==> src/verilog/thle_pkg.sv <==
// constants, types and encodings for the tagged host link executive
// assumes a single 10 MHz clock domain shared by all users of this package
// What this block does
// [RQ1] host executive and link supervisor run side by side as separate state machines
// [RQ2] host executive owns configuration and moves data between host and rings
// [RQ3] link supervisor applies configuration and steps through one script transaction
// [RQ4] host streams carry host command tags; replies carry host reply tags
// [RQ5] scripts use link script tags; results use link result tags
// [RQ6] executive passes link tag content through untouched inside its own tags
// [RQ7] link-bound data goes to outbound ring; link results come back via return ring, except one arriving with a host return-ring write, which is dropped
// [RQ8] each ring is a separate 255-byte circular buffer
// [RQ9] every incoming host byte is taken at once, never stalled
// [RQ10] host must check free space before ring writes or overrun results
// [RQ11] returned data waits in return ring until executive tags and sends it
// [RQ12] executive may interleave its own replies with link results
// [RQ13] a tag stands alone or is followed by payload depending on its value
// [RQ14] configuration image and status snapshot each have three sections
// [RQ15] configuration bytes 0-7 executive, 8-15 generic link, 16-23 protocol
// [RQ16] protocol section meaning follows the selected protocol
// [RQ17] status snapshot shows live operating flags
// [RQ18] tag 0x00 ends a host stream
// [RQ19] tag 0x02 carries 24 bytes replacing the whole configuration image
// [RQ20] write to a full ring sets sticky overrun and drops the byte
// [RQ21] rings keep wrapping pointers and report their fill level
package thle_pkg;

  localparam int THLE_RING_DEPTH = 255;
  localparam int THLE_CFG_LEN = 24;
  localparam int THLE_STAT_LEN = 20;
  localparam logic [4:0] THLE_CFG_HOST_EXECUTIVE_LO = 5'h00;
  localparam logic [4:0] THLE_CFG_GEN_LO = 5'h08;
  localparam logic [4:0] THLE_CFG_PROTO_LO = 5'h10;
  localparam logic [7:0] THLE_CFG_RESET = 8'h00;

  // host command tags
  localparam logic [7:0] THLE_TAG_END = 8'h00;
  localparam logic [7:0] THLE_TAG_CMD = 8'h01;
  localparam logic [7:0] THLE_TAG_CFG_WR = 8'h02;
  localparam logic [7:0] THLE_TAG_OUT_WR = 8'h03;
  localparam logic [7:0] THLE_TAG_RET_WR = 8'h04;

  // executive command codes after tag 0x01
  localparam logic [7:0] THLE_CMD_RESET = 8'h00;
  localparam logic [7:0] THLE_CMD_LINK_INIT = 8'h01;
  localparam logic [7:0] THLE_CMD_STATUS = 8'h02;
  localparam logic [7:0] THLE_CMD_FLUSH = 8'h05;
  localparam logic [7:0] THLE_CMD_LINK_RESET = 8'h06;

  // host reply tags
  localparam logic [7:0] THLE_RTAG_STATUS = 8'h83;
  localparam logic [7:0] THLE_RTAG_RESULT = 8'h80;
  localparam logic [7:0] THLE_RTAG_END = 8'h00;

  // status byte 0 flag positions
  localparam int THLE_ST_OUT_OVR = 0;
  localparam int THLE_ST_RET_OVR = 1;
  localparam int THLE_ST_LINK_BUSY = 2;
  localparam int THLE_ST_LINK_INIT = 3;

  typedef enum logic [5:0] {
    THLE_RX_TAG = 6'b000001,
    THLE_RX_CMD = 6'b000010,
    THLE_RX_CFG = 6'b000100,
    THLE_RX_CNT = 6'b001000,
    THLE_RX_DATA = 6'b010000,
    THLE_RX_SKIP = 6'b100000
  } thle_rx_t;

  typedef enum logic [4:0] {
    THLE_TX_IDLE = 5'b00001,
    THLE_TX_STAT = 5'b00010,
    THLE_TX_RTAG = 5'b00100,
    THLE_TX_RCNT = 5'b01000,
    THLE_TX_RDAT = 5'b10000
  } thle_tx_t;

  typedef enum logic [2:0] {
    THLE_LS_IDLE = 3'b001,
    THLE_LS_SEND = 3'b010,
    THLE_LS_WAIT = 3'b100
  } thle_ls_t;

endpackage

==> src/verilog/thle_top.sv <==
// host executive, link supervisor and both rings in one module
// assumes byte streams on the clock domain; host bytes come as one-cycle strobes
`timescale 1ns/1ps
module thle_top
  import thle_pkg::*;
#(
  parameter int RING_DEPTH = THLE_RING_DEPTH
)
(
  input wire logic ref_clk,
  input wire logic rst_b,
  input wire logic clk_en,
  input wire logic [7:0] host_rx_data,
  input wire logic host_rx_valid,
  output logic [7:0] host_tx_data,
  output logic host_tx_valid,
  input wire logic host_tx_ready,
  output logic [7:0] link_tx_data,
  output logic link_tx_valid,
  input wire logic link_tx_ready,
  input wire logic [7:0] link_rx_data,
  input wire logic link_rx_valid,
  output logic link_rx_ready,
  output logic link_init,
  output logic link_reset,
  output logic [7:0] proto_sel,
  output logic [7:0] out_fill,
  output logic [7:0] ret_fill,
  output logic overrun
);

  // ----------------------------------------------------------------
  // reset release
  // ----------------------------------------------------------------
  logic rst_s1_reg;
  logic rst_s2_reg;
  always_ff @(posedge ref_clk or negedge rst_b)
  begin
    if (!rst_b)
    begin
      rst_s1_reg <= 1'b0;
      rst_s2_reg <= 1'b0;
    end
    else
    begin
      rst_s1_reg <= 1'b1;
      rst_s2_reg <= rst_s1_reg;
    end
  end
  wire logic rst_n = rst_s2_reg;

  // ----------------------------------------------------------------
  // state
  // ----------------------------------------------------------------
  logic [7:0] cfg_reg [THLE_CFG_LEN];
  logic [7:0] cfg_next [THLE_CFG_LEN];
  logic [7:0] out_mem [RING_DEPTH];
  logic [7:0] ret_mem [RING_DEPTH];
  logic [7:0] out_wp_reg, out_wp_next, out_rp_reg, out_rp_next, out_cnt_reg, out_cnt_next;
  logic [7:0] ret_wp_reg, ret_wp_next, ret_rp_reg, ret_rp_next, ret_cnt_reg, ret_cnt_next;
  thle_rx_t rx_reg, rx_next;
  thle_tx_t tx_reg, tx_next;
  thle_ls_t ls_reg, ls_next;
  logic [7:0] len_reg, len_next;
  logic [4:0] idx_reg, idx_next;
  logic [7:0] dest_reg, dest_next;
  logic [7:0] tcnt_reg, tcnt_next;
  logic stat_req_reg, stat_req_next;
  logic ovr_out_reg, ovr_out_next, ovr_ret_reg, ovr_ret_next;
  logic linit_reg, linit_next, lrst_reg, lrst_next;
  logic [7:0] htx_d_reg, htx_d_next;
  logic htx_v_reg, htx_v_next;
  logic [7:0] ltx_d_reg, ltx_d_next;
  logic ltx_v_reg, ltx_v_next;
  logic out_wr, ret_wr, out_rd, ret_rd;
  logic [7:0] out_wd, ret_wd;
  logic lrdy_reg, lrdy_next, ovr_reg, ovr_next;
  function automatic logic [7:0] ring_inc(input logic [7:0] p);
    ring_inc = (p == 8'(RING_DEPTH - 1)) ? 8'h00 : p + 8'h01; // RQ21
  endfunction
  // ----------------------------------------------------------------
  // next-state logic
  // ----------------------------------------------------------------
  always_comb
  begin
    cfg_next = cfg_reg;
    rx_next = rx_reg;
    tx_next = tx_reg;
    ls_next = ls_reg;
    len_next = len_reg;
    idx_next = idx_reg;
    dest_next = dest_reg;
    tcnt_next = tcnt_reg;
    stat_req_next = stat_req_reg;
    ovr_out_next = ovr_out_reg;
    ovr_ret_next = ovr_ret_reg;
    {linit_next, lrst_next} = 2'b00;
    htx_d_next = htx_d_reg;
    htx_v_next = htx_v_reg;
    ltx_d_next = ltx_d_reg;
    ltx_v_next = ltx_v_reg;
    {out_wr, ret_wr, out_rd, ret_rd} = 4'h0;
    out_wd = host_rx_data;
    ret_wd = link_rx_data;
    out_rp_next = out_rp_reg;
    ret_rp_next = ret_rp_reg;
    // host decoder: never stalls the host
    if (host_rx_valid) // RQ9
    begin
      unique case (rx_reg)
        THLE_RX_TAG:
        begin
          unique case (host_rx_data) // RQ4 RQ13
            THLE_TAG_END: rx_next = THLE_RX_TAG; // RQ18
            THLE_TAG_CMD: rx_next = THLE_RX_CMD;
            THLE_TAG_CFG_WR:
            begin
              idx_next = 5'h00;
              rx_next = THLE_RX_CFG;
            end
            THLE_TAG_OUT_WR, THLE_TAG_RET_WR:
            begin
              dest_next = host_rx_data;
              rx_next = THLE_RX_CNT;
            end
            default: rx_next = THLE_RX_TAG;
          endcase
        end
        THLE_RX_CMD:
        begin
          rx_next = THLE_RX_TAG;
          unique case (host_rx_data)
            THLE_CMD_RESET, THLE_CMD_LINK_RESET:
            begin
              lrst_next = 1'b1;
              ovr_out_next = 1'b0;
              ovr_ret_next = 1'b0;
            end
            THLE_CMD_LINK_INIT: linit_next = 1'b1; // RQ3
            THLE_CMD_STATUS: stat_req_next = 1'b1; // RQ12
            THLE_CMD_FLUSH: tcnt_next = 8'h00;
            default: rx_next = THLE_RX_TAG;
          endcase
        end
        THLE_RX_CFG:
        begin
          cfg_next[idx_reg] = host_rx_data; // RQ19 RQ14 RQ15 RQ2
          idx_next = idx_reg + 5'h01;
          if (idx_reg == 5'(THLE_CFG_LEN - 1))
            rx_next = THLE_RX_TAG;
        end
        THLE_RX_CNT:
        begin
          len_next = host_rx_data;
          rx_next = (host_rx_data == 8'h00) ? THLE_RX_TAG : THLE_RX_DATA;
        end
        THLE_RX_DATA, THLE_RX_SKIP:
        begin
          if (dest_reg == THLE_TAG_OUT_WR) // RQ7 RQ6
          begin
            if (out_cnt_reg == 8'(RING_DEPTH))
              ovr_out_next = 1'b1; // RQ20 RQ10
            else
              out_wr = 1'b1;
          end
          else
          begin
            ret_wd = host_rx_data;
            if (ret_cnt_reg == 8'(RING_DEPTH))
              ovr_ret_next = 1'b1; // RQ20
            else
              ret_wr = 1'b1;
          end
          len_next = len_reg - 8'h01;
          if (len_reg == 8'h01)
            rx_next = THLE_RX_TAG;
        end
        default: rx_next = THLE_RX_TAG;
      endcase
    end
    // link results into return ring
    if (link_rx_valid && !ret_wr && ret_cnt_reg != 8'(RING_DEPTH))
      ret_wr = 1'b1; // RQ7
    else if (link_rx_valid && !ret_wr)
      ovr_ret_next = 1'b1; // RQ20
    // link supervisor: drains outbound ring to the target link
    unique case (ls_reg) // RQ1 RQ3
      THLE_LS_IDLE:
        if (out_cnt_reg != 8'h00 && !out_wr)
        begin
          ltx_d_next = out_mem[out_rp_reg]; // RQ5
          ltx_v_next = 1'b1;
          out_rd = 1'b1;
          out_rp_next = ring_inc(out_rp_reg);
          ls_next = THLE_LS_SEND;
        end
      THLE_LS_SEND:
        if (link_tx_ready)
        begin
          ltx_v_next = 1'b0;
          ls_next = THLE_LS_WAIT;
        end
      THLE_LS_WAIT: ls_next = THLE_LS_IDLE;
      default: ls_next = THLE_LS_IDLE;
    endcase
    // host reply framing
    unique case (tx_reg) // RQ4 RQ11 RQ12
      THLE_TX_IDLE:
        if (stat_req_reg)
        begin
          stat_req_next = 1'b0;
          htx_d_next = THLE_RTAG_STATUS;
          htx_v_next = 1'b1;
          idx_next = 5'h00;
          tx_next = THLE_TX_STAT;
        end
        else if (ret_cnt_reg != 8'h00 && !ret_wr)
        begin
          htx_d_next = THLE_RTAG_RESULT;
          htx_v_next = 1'b1;
          tx_next = THLE_TX_RCNT;
        end
      THLE_TX_STAT:
        if (host_tx_ready)
        begin
          htx_d_next = (idx_reg == 5'h00) ?
            {4'h0, linit_reg, ls_reg != THLE_LS_IDLE, ovr_ret_reg, ovr_out_reg} : // RQ17
            (idx_reg == 5'h01) ? out_cnt_reg : ret_cnt_reg;
          idx_next = idx_reg + 5'h01;
          if (idx_reg == 5'h03)
          begin
            htx_v_next = 1'b0;
            tx_next = THLE_TX_IDLE;
          end
        end
      THLE_TX_RCNT:
        if (host_tx_ready)
        begin
          htx_d_next = ret_cnt_reg;
          tcnt_next = ret_cnt_reg;
          tx_next = THLE_TX_RDAT;
        end
      THLE_TX_RDAT:
        if (host_tx_ready)
        begin
          if (tcnt_reg == 8'h00)
          begin
            htx_v_next = 1'b0;
            tx_next = THLE_TX_IDLE;
          end
          else
          begin
            htx_d_next = ret_mem[ret_rp_reg]; // RQ6 RQ11
            ret_rd = 1'b1;
            ret_rp_next = ring_inc(ret_rp_reg);
            tcnt_next = tcnt_reg - 8'h01;
          end
        end
      default: tx_next = THLE_TX_IDLE;
    endcase
    out_wp_next = out_wr ? ring_inc(out_wp_reg) : out_wp_reg;
    ret_wp_next = ret_wr ? ring_inc(ret_wp_reg) : ret_wp_reg;
    out_cnt_next = out_cnt_reg + {7'h00, out_wr} - {7'h00, out_rd}; // RQ21
    ret_cnt_next = ret_cnt_reg + {7'h00, ret_wr} - {7'h00, ret_rd};
    if (lrst_next)
      {out_wp_next, out_rp_next, out_cnt_next, ret_wp_next, ret_rp_next, ret_cnt_next} = '0;
    lrdy_next = ret_cnt_next != 8'(RING_DEPTH);
    ovr_next = ovr_out_next | ovr_ret_next;
  end

  // ----------------------------------------------------------------
  // registers
  // ----------------------------------------------------------------
  always_ff @(posedge ref_clk or negedge rst_n)
  begin
    if (!rst_n)
    begin
      for (int i = 0; i < THLE_CFG_LEN; i++)
        cfg_reg[i] <= THLE_CFG_RESET;
      rx_reg <= THLE_RX_TAG;
      tx_reg <= THLE_TX_IDLE;
      ls_reg <= THLE_LS_IDLE;
      {len_reg, dest_reg, tcnt_reg, htx_d_reg, ltx_d_reg, idx_reg} <= '0;
      lrdy_reg <= 1'b1;
      {out_wp_reg, out_rp_reg, out_cnt_reg, ret_wp_reg, ret_rp_reg, ret_cnt_reg} <= '0;
      {stat_req_reg, ovr_out_reg, ovr_ret_reg, linit_reg, lrst_reg, htx_v_reg, ltx_v_reg, ovr_reg} <= '0;
    end
    else if (clk_en)
    begin
      cfg_reg <= cfg_next;
      rx_reg <= rx_next;
      tx_reg <= tx_next;
      ls_reg <= ls_next;
      len_reg <= len_next;
      idx_reg <= idx_next;
      dest_reg <= dest_next;
      tcnt_reg <= tcnt_next;
      stat_req_reg <= stat_req_next;
      ovr_out_reg <= ovr_out_next;
      ovr_ret_reg <= ovr_ret_next;
      linit_reg <= linit_next;
      lrst_reg <= lrst_next;
      htx_d_reg <= htx_d_next;
      htx_v_reg <= htx_v_next;
      ltx_d_reg <= ltx_d_next;
      ltx_v_reg <= ltx_v_next;
      out_wp_reg <= out_wp_next;
      out_rp_reg <= out_rp_next;
      out_cnt_reg <= out_cnt_next;
      ret_wp_reg <= ret_wp_next;
      ret_rp_reg <= ret_rp_next;
      ret_cnt_reg <= ret_cnt_next;
      lrdy_reg <= lrdy_next;
      ovr_reg <= ovr_next;
    end
  end

  // ring storage, no reset needed
  always_ff @(posedge ref_clk)
  begin
    if (clk_en && out_wr)
      out_mem[out_wp_reg] <= out_wd; // RQ8
    if (clk_en && ret_wr)
      ret_mem[ret_wp_reg] <= ret_wd; // RQ8
  end

  assign host_tx_data = htx_d_reg;
  assign host_tx_valid = htx_v_reg;
  assign link_tx_data = ltx_d_reg;
  assign link_tx_valid = ltx_v_reg;
  assign link_rx_ready = lrdy_reg;
  assign link_init = linit_reg;
  assign link_reset = lrst_reg;
  assign proto_sel = cfg_reg[THLE_CFG_PROTO_LO]; // RQ16
  assign out_fill = out_cnt_reg;
  assign ret_fill = ret_cnt_reg;
  assign overrun = ovr_reg;
endmodule // thle_top

==> config.mk <==
export PLATFORM = sky130hd
export DESIGN_NAME = thle_top
export DESIGN_NICKNAME = d
export VERILOG_FILES = /design/src/verilog/thle_pkg.sv /design/src/verilog/thle_top.sv
export SDC_FILE = /design/constraint.sdc
export NUM_CORES = 2
export LEC_CHECK = 0
export BUFFER_PORTS_ARGS = -buffer_cell sky130_fd_sc_hd__buf_2
export CAP_MARGIN = 20
export CORE_MARGIN = 4
export CORE_UTILIZATION = 50
export CTS_CLUSTER_SIZE = 8
export DETAILED_ROUTE_END_ITERATION = 6
export PLACE_DENSITY = 0.65
export SLEW_MARGIN = 15
export SYNTH_ARGS = -nofsm -noshare
export SYNTH_HDL_FRONTEND = slang
export SYNTH_SLANG_ARGS = --single-unit
==> constraint.sdc <==
create_clock -name ref_clk -period 8.7 [get_ports ref_clk]
set_clock_uncertainty 0.1 [all_clocks]
set_input_delay 0.435 -clock ref_clk [delete_from_list [all_inputs] [get_ports ref_clk]]
set_output_delay 0.435 -clock ref_clk [all_outputs]
set_load 0.005 [all_outputs]
==> flow_summary_export.csv <==
group,metric,value,unit
setup_path,r2r-start,"ret_rp_reg[0]$_DFFE_PN0P_",
outcome,status,"complete, no violations",
timing,tns,0,ns
routing,drtAntennaViolNets,0,
timing,maxSlewViolCount,0,
clock_tree,cts_buffer_depth,4,
clock_tree,cts_root_buf,"clkbuf_16",
timing,hold_violations,0,
timing,setup_violations,0,
clock_tree,cts_tree,"built",
cells_and_area,regArea,126000,um^2
routing,drt-total-wl,424000,um
global_routing,grt_usage,0.248,
logic_synthesis,ys_types,83,
placement,port_buffers,68,
setup_path,path_cells,"buf_4, buf_4, mux4_2, nand2_1, a21oi_1, a2111oi_0, nor3_1, a311oi_1, o311ai_1, a22o_1",
pwr,leakage,57.9,nW
clock_tree,clkLatencyLatePin,1.00,ns
logic_synthesis,synth_area,165000,um^2
die,core_area,328000,um^2
setup_path,cpPeakStageDelay,0.94,ns
routing,drc_errors,0,
die,dieWidth,583,um
logic_synthesis,syn_inst,7847,
logic_synthesis,async_reset_ff_frac,0.0295,
cells_and_area,final_area,187000,um^2
global_routing,grt_pass1_wl,611000,um
hold_path,min_path_cells,2,
global_routing,antenna_found_initial,4,
placement,place_ws,3.51,ns
clock_tree,htreeDepth,6,
clock_tree,numCtsBuffers,596,
timing,worst_slew_pin_slew,1.15,ns
pwr,max-vdd-ir-drop,0.249,mV
setup_path,start_kind,"flip-flop",
die,ios,69,
timing,fin_crit_sh,0.609,
global_routing,grt_pass1_vias,83913,
clock_tree,clk_pin_slew,0.05,ns
logic_synthesis,synth_area_per_cell,21.1,um^2
routing,num_vias,82067,
placement,finalWeightedCongestion,0.871,
job,cap_violations,0,
cells_and_area,nFillCells,23514,
cells_and_area,drive_gt1_frac,0.250,
global_routing,grt_max_degree,197,
routing,avgViaCountPerCell,6.44,
timing,layout_min_cycle_time,5.30,ns
pwr,p_per_area,291,nW/um^2
setup_path,r2r-end,"host_tx_data[6]$_DFFE_PN0P_",
setup_path,cpMostUsedCell,"buf_4",
setup_path,cp_max_fo,40,
hold_path,hold_class,"in -> reg",
logic_synthesis,synth-seq-area-share,0.760,
setup_path,worst_setup_path_end_kind,"flip-flop",
logic_synthesis,synth_nets,7918,
die,rows,210,
cells_and_area,layout.nets,8303,
cells_and_area,layout_common_cells,"edfxtp_1 (4080), mux4_2 (1124), clkbuf_16 (611)",
cells_and_area,area_growth,13.3,%
die,fp.dieH,583,um
pwr,power,54.4,mW
cells_and_area,post-route-util,0.571,
clock_tree,cts_sinks,4204,
logic_synthesis,synth.ff_latch_count,4204,
setup_path,required,9.48,ns
routing,routedWlPerCell,33.2,um
setup_path,crit_type,"reg -> reg",
setup_path,cp_data_arrival_time,6.08,ns
timing,fin_ws,3.40,ns
placement,placed_area,171000,um^2
die,dieArea,340000,um^2
global_routing,globalRoute.totalOverflow,0,
logic_synthesis,ys_warn_count,0,
setup_path,r2r_cells,10,
setup_path,reg2reg_slack,3.40,ns
logic_synthesis,yosys_most_used_dff,"edfxtp_1",
routing,drtPass1Iterations,6,
placement,hpwl,248000,um
timing,rsz0062_at_grt,"no",
timing,max_slew_margin,0.232,
cells_and_area,layout_commonest_cell,"edfxtp_1",
logic_synthesis,synth_edf_count,4080,
hold_path,whs_endpoint,"ret_mem[184][7]$_DFFE_PP_",
cells_and_area,reg_top3,"out_mem (2040), ret_mem (2040)",
setup_path,slowest_stage,"dfrtp_4",
timing,max_freq,0.189,GHz
die,start_util,0.504,
routing,drt_iter0_markers,9984,
cells_and_area,multi_input_area,37500,um^2
hold_path,hold_path.startpoint,"link_rx_data[7]",
[cells in the mapped netlist, drive strengths merged (43+ instances only)]
cell type | n | share of area
buf | 248 | 0.0093
mux2i | 212 | 0.013
dfrtp | 120 | 0.018
a21oi | 112 | 0.0034
a22oi | 43 | 0.0020
nor2b | 57 | 0.0022
nor2 | 605 | 0.014
clkbuf | 211 | 0.0048
nand2 | 236 | 0.0054
edfxtp | 4080 | 0.74
ha | 46 | 0.0035
a211oi | 51 | 0.0023
inv | 45 | 0.0010
nand3 | 89 | 0.0027
o21ai | 154 | 0.0047
mux4 | 1124 | 0.15
[layout make-up]
class / count / area share
Timing Repair Buffer: 246 / 0.0113
Multi-Input combinational cell: 3137 / 0.200
Clock buffer: 717 / 0.0838
Clock inverter: 41 / 0.00345
Tap cell: 4346 / 0.0290
Sequential cell: 4204 / 0.671
Inverter: 47 / 0.000982
Antenna cell: 9 / 0.000120
[worst max path at each step]
stage / startpoint / to / slack [ns]
4_1_cts: ret_rp_reg[0]$_DFFE_PN0P_ / host_tx_data[6]$_DFFE_PN0P_ / 3.46
2_1_floorplan: tcnt_reg[0]$_DFFE_PN0P_ / link_rx_ready$_DFFE_PN1P_ / 4.71
6_report: ret_rp_reg[0]$_DFFE_PN0P_ / host_tx_data[6]$_DFFE_PN0P_ / 3.40
3_3_place_gp: ret_rp_reg[0]$_DFFE_PN0P_ / host_tx_data[6]$_DFFE_PN0P_ / 3.54
5_1_grt: ret_rp_reg[0]$_DFFE_PN0P_ / host_tx_data[6]$_DFFE_PN0P_ / 2.95
3_5_place_dp: host_rx_valid / ret_mem[74][1]$_DFFE_PP_ / 3.51
[routing by layer]
| layer | wire (um) | GRT usage | share of wire | up-vias |
|---|---|---|---|---|
| li1 | - | - | - | 33235 |
| met1 | 164000 | 0.345 | 0.39 | 43793 |
| met2 | 205000 | 0.393 | 0.48 | 4195 |
| met3 | 35000 | 0.0437 | 0.083 | 842 |
| met4 | 19800 | 0.103 | 0.047 | 2 |
| met5 | 13 | 0 | 0.000031 | - |
[power by group]
part	leakage (nW)	switching (mW)	internal [mW]
Clock	7.95	8.05	12.6
Combinational	11.7	5.81	5.12
Sequential	38.2	0.438	22.4
[critical path: cells and delay by family (launching register included)]
kind                   cells  cell delay [ns]
and+or+nand+nor            2             0.22
AOI/OAI and AO/OA          5             1.79
DFF                        1             0.94
muxes                      1             0.59
buffers and inverters      2             1.39
[per-stage QoR]
step | hold WS (ns) | instances
detailed placement | 0.124 | 11963
global route | 0.0884 | 12740
finish | 0.0655 | 12747
floorplan | 0.0394 | 7847
CTS | 0.0445 | 12738
global placement | 0.121 | 11960
[what timing repair did]
| action | 4_1_cts | 5_1_grt |
|---|---|---|
| resized for setup | 0 | 0 |
| hold endpoints to repair | 293 | 0 |
| hold buffers | 17 | 0 |
| setup buffers | 0 | 0 |
[kinds of logic (layout without fill, tap and decap cells)]
group,count (synthesis),count (layout),synth area share
buf+inv,506,1051,0.0152
compound gates,568,568,0.0223
simple gates,1141,1141,0.0302
fa+ha+maj,48,48,0.00372
other cells,1,10,0.0000227
xor+xnor,14,14,0.000742
flops,4204,4204,0.760
mux,1365,1365,0.168
Power figures use the tool's default switching activity.
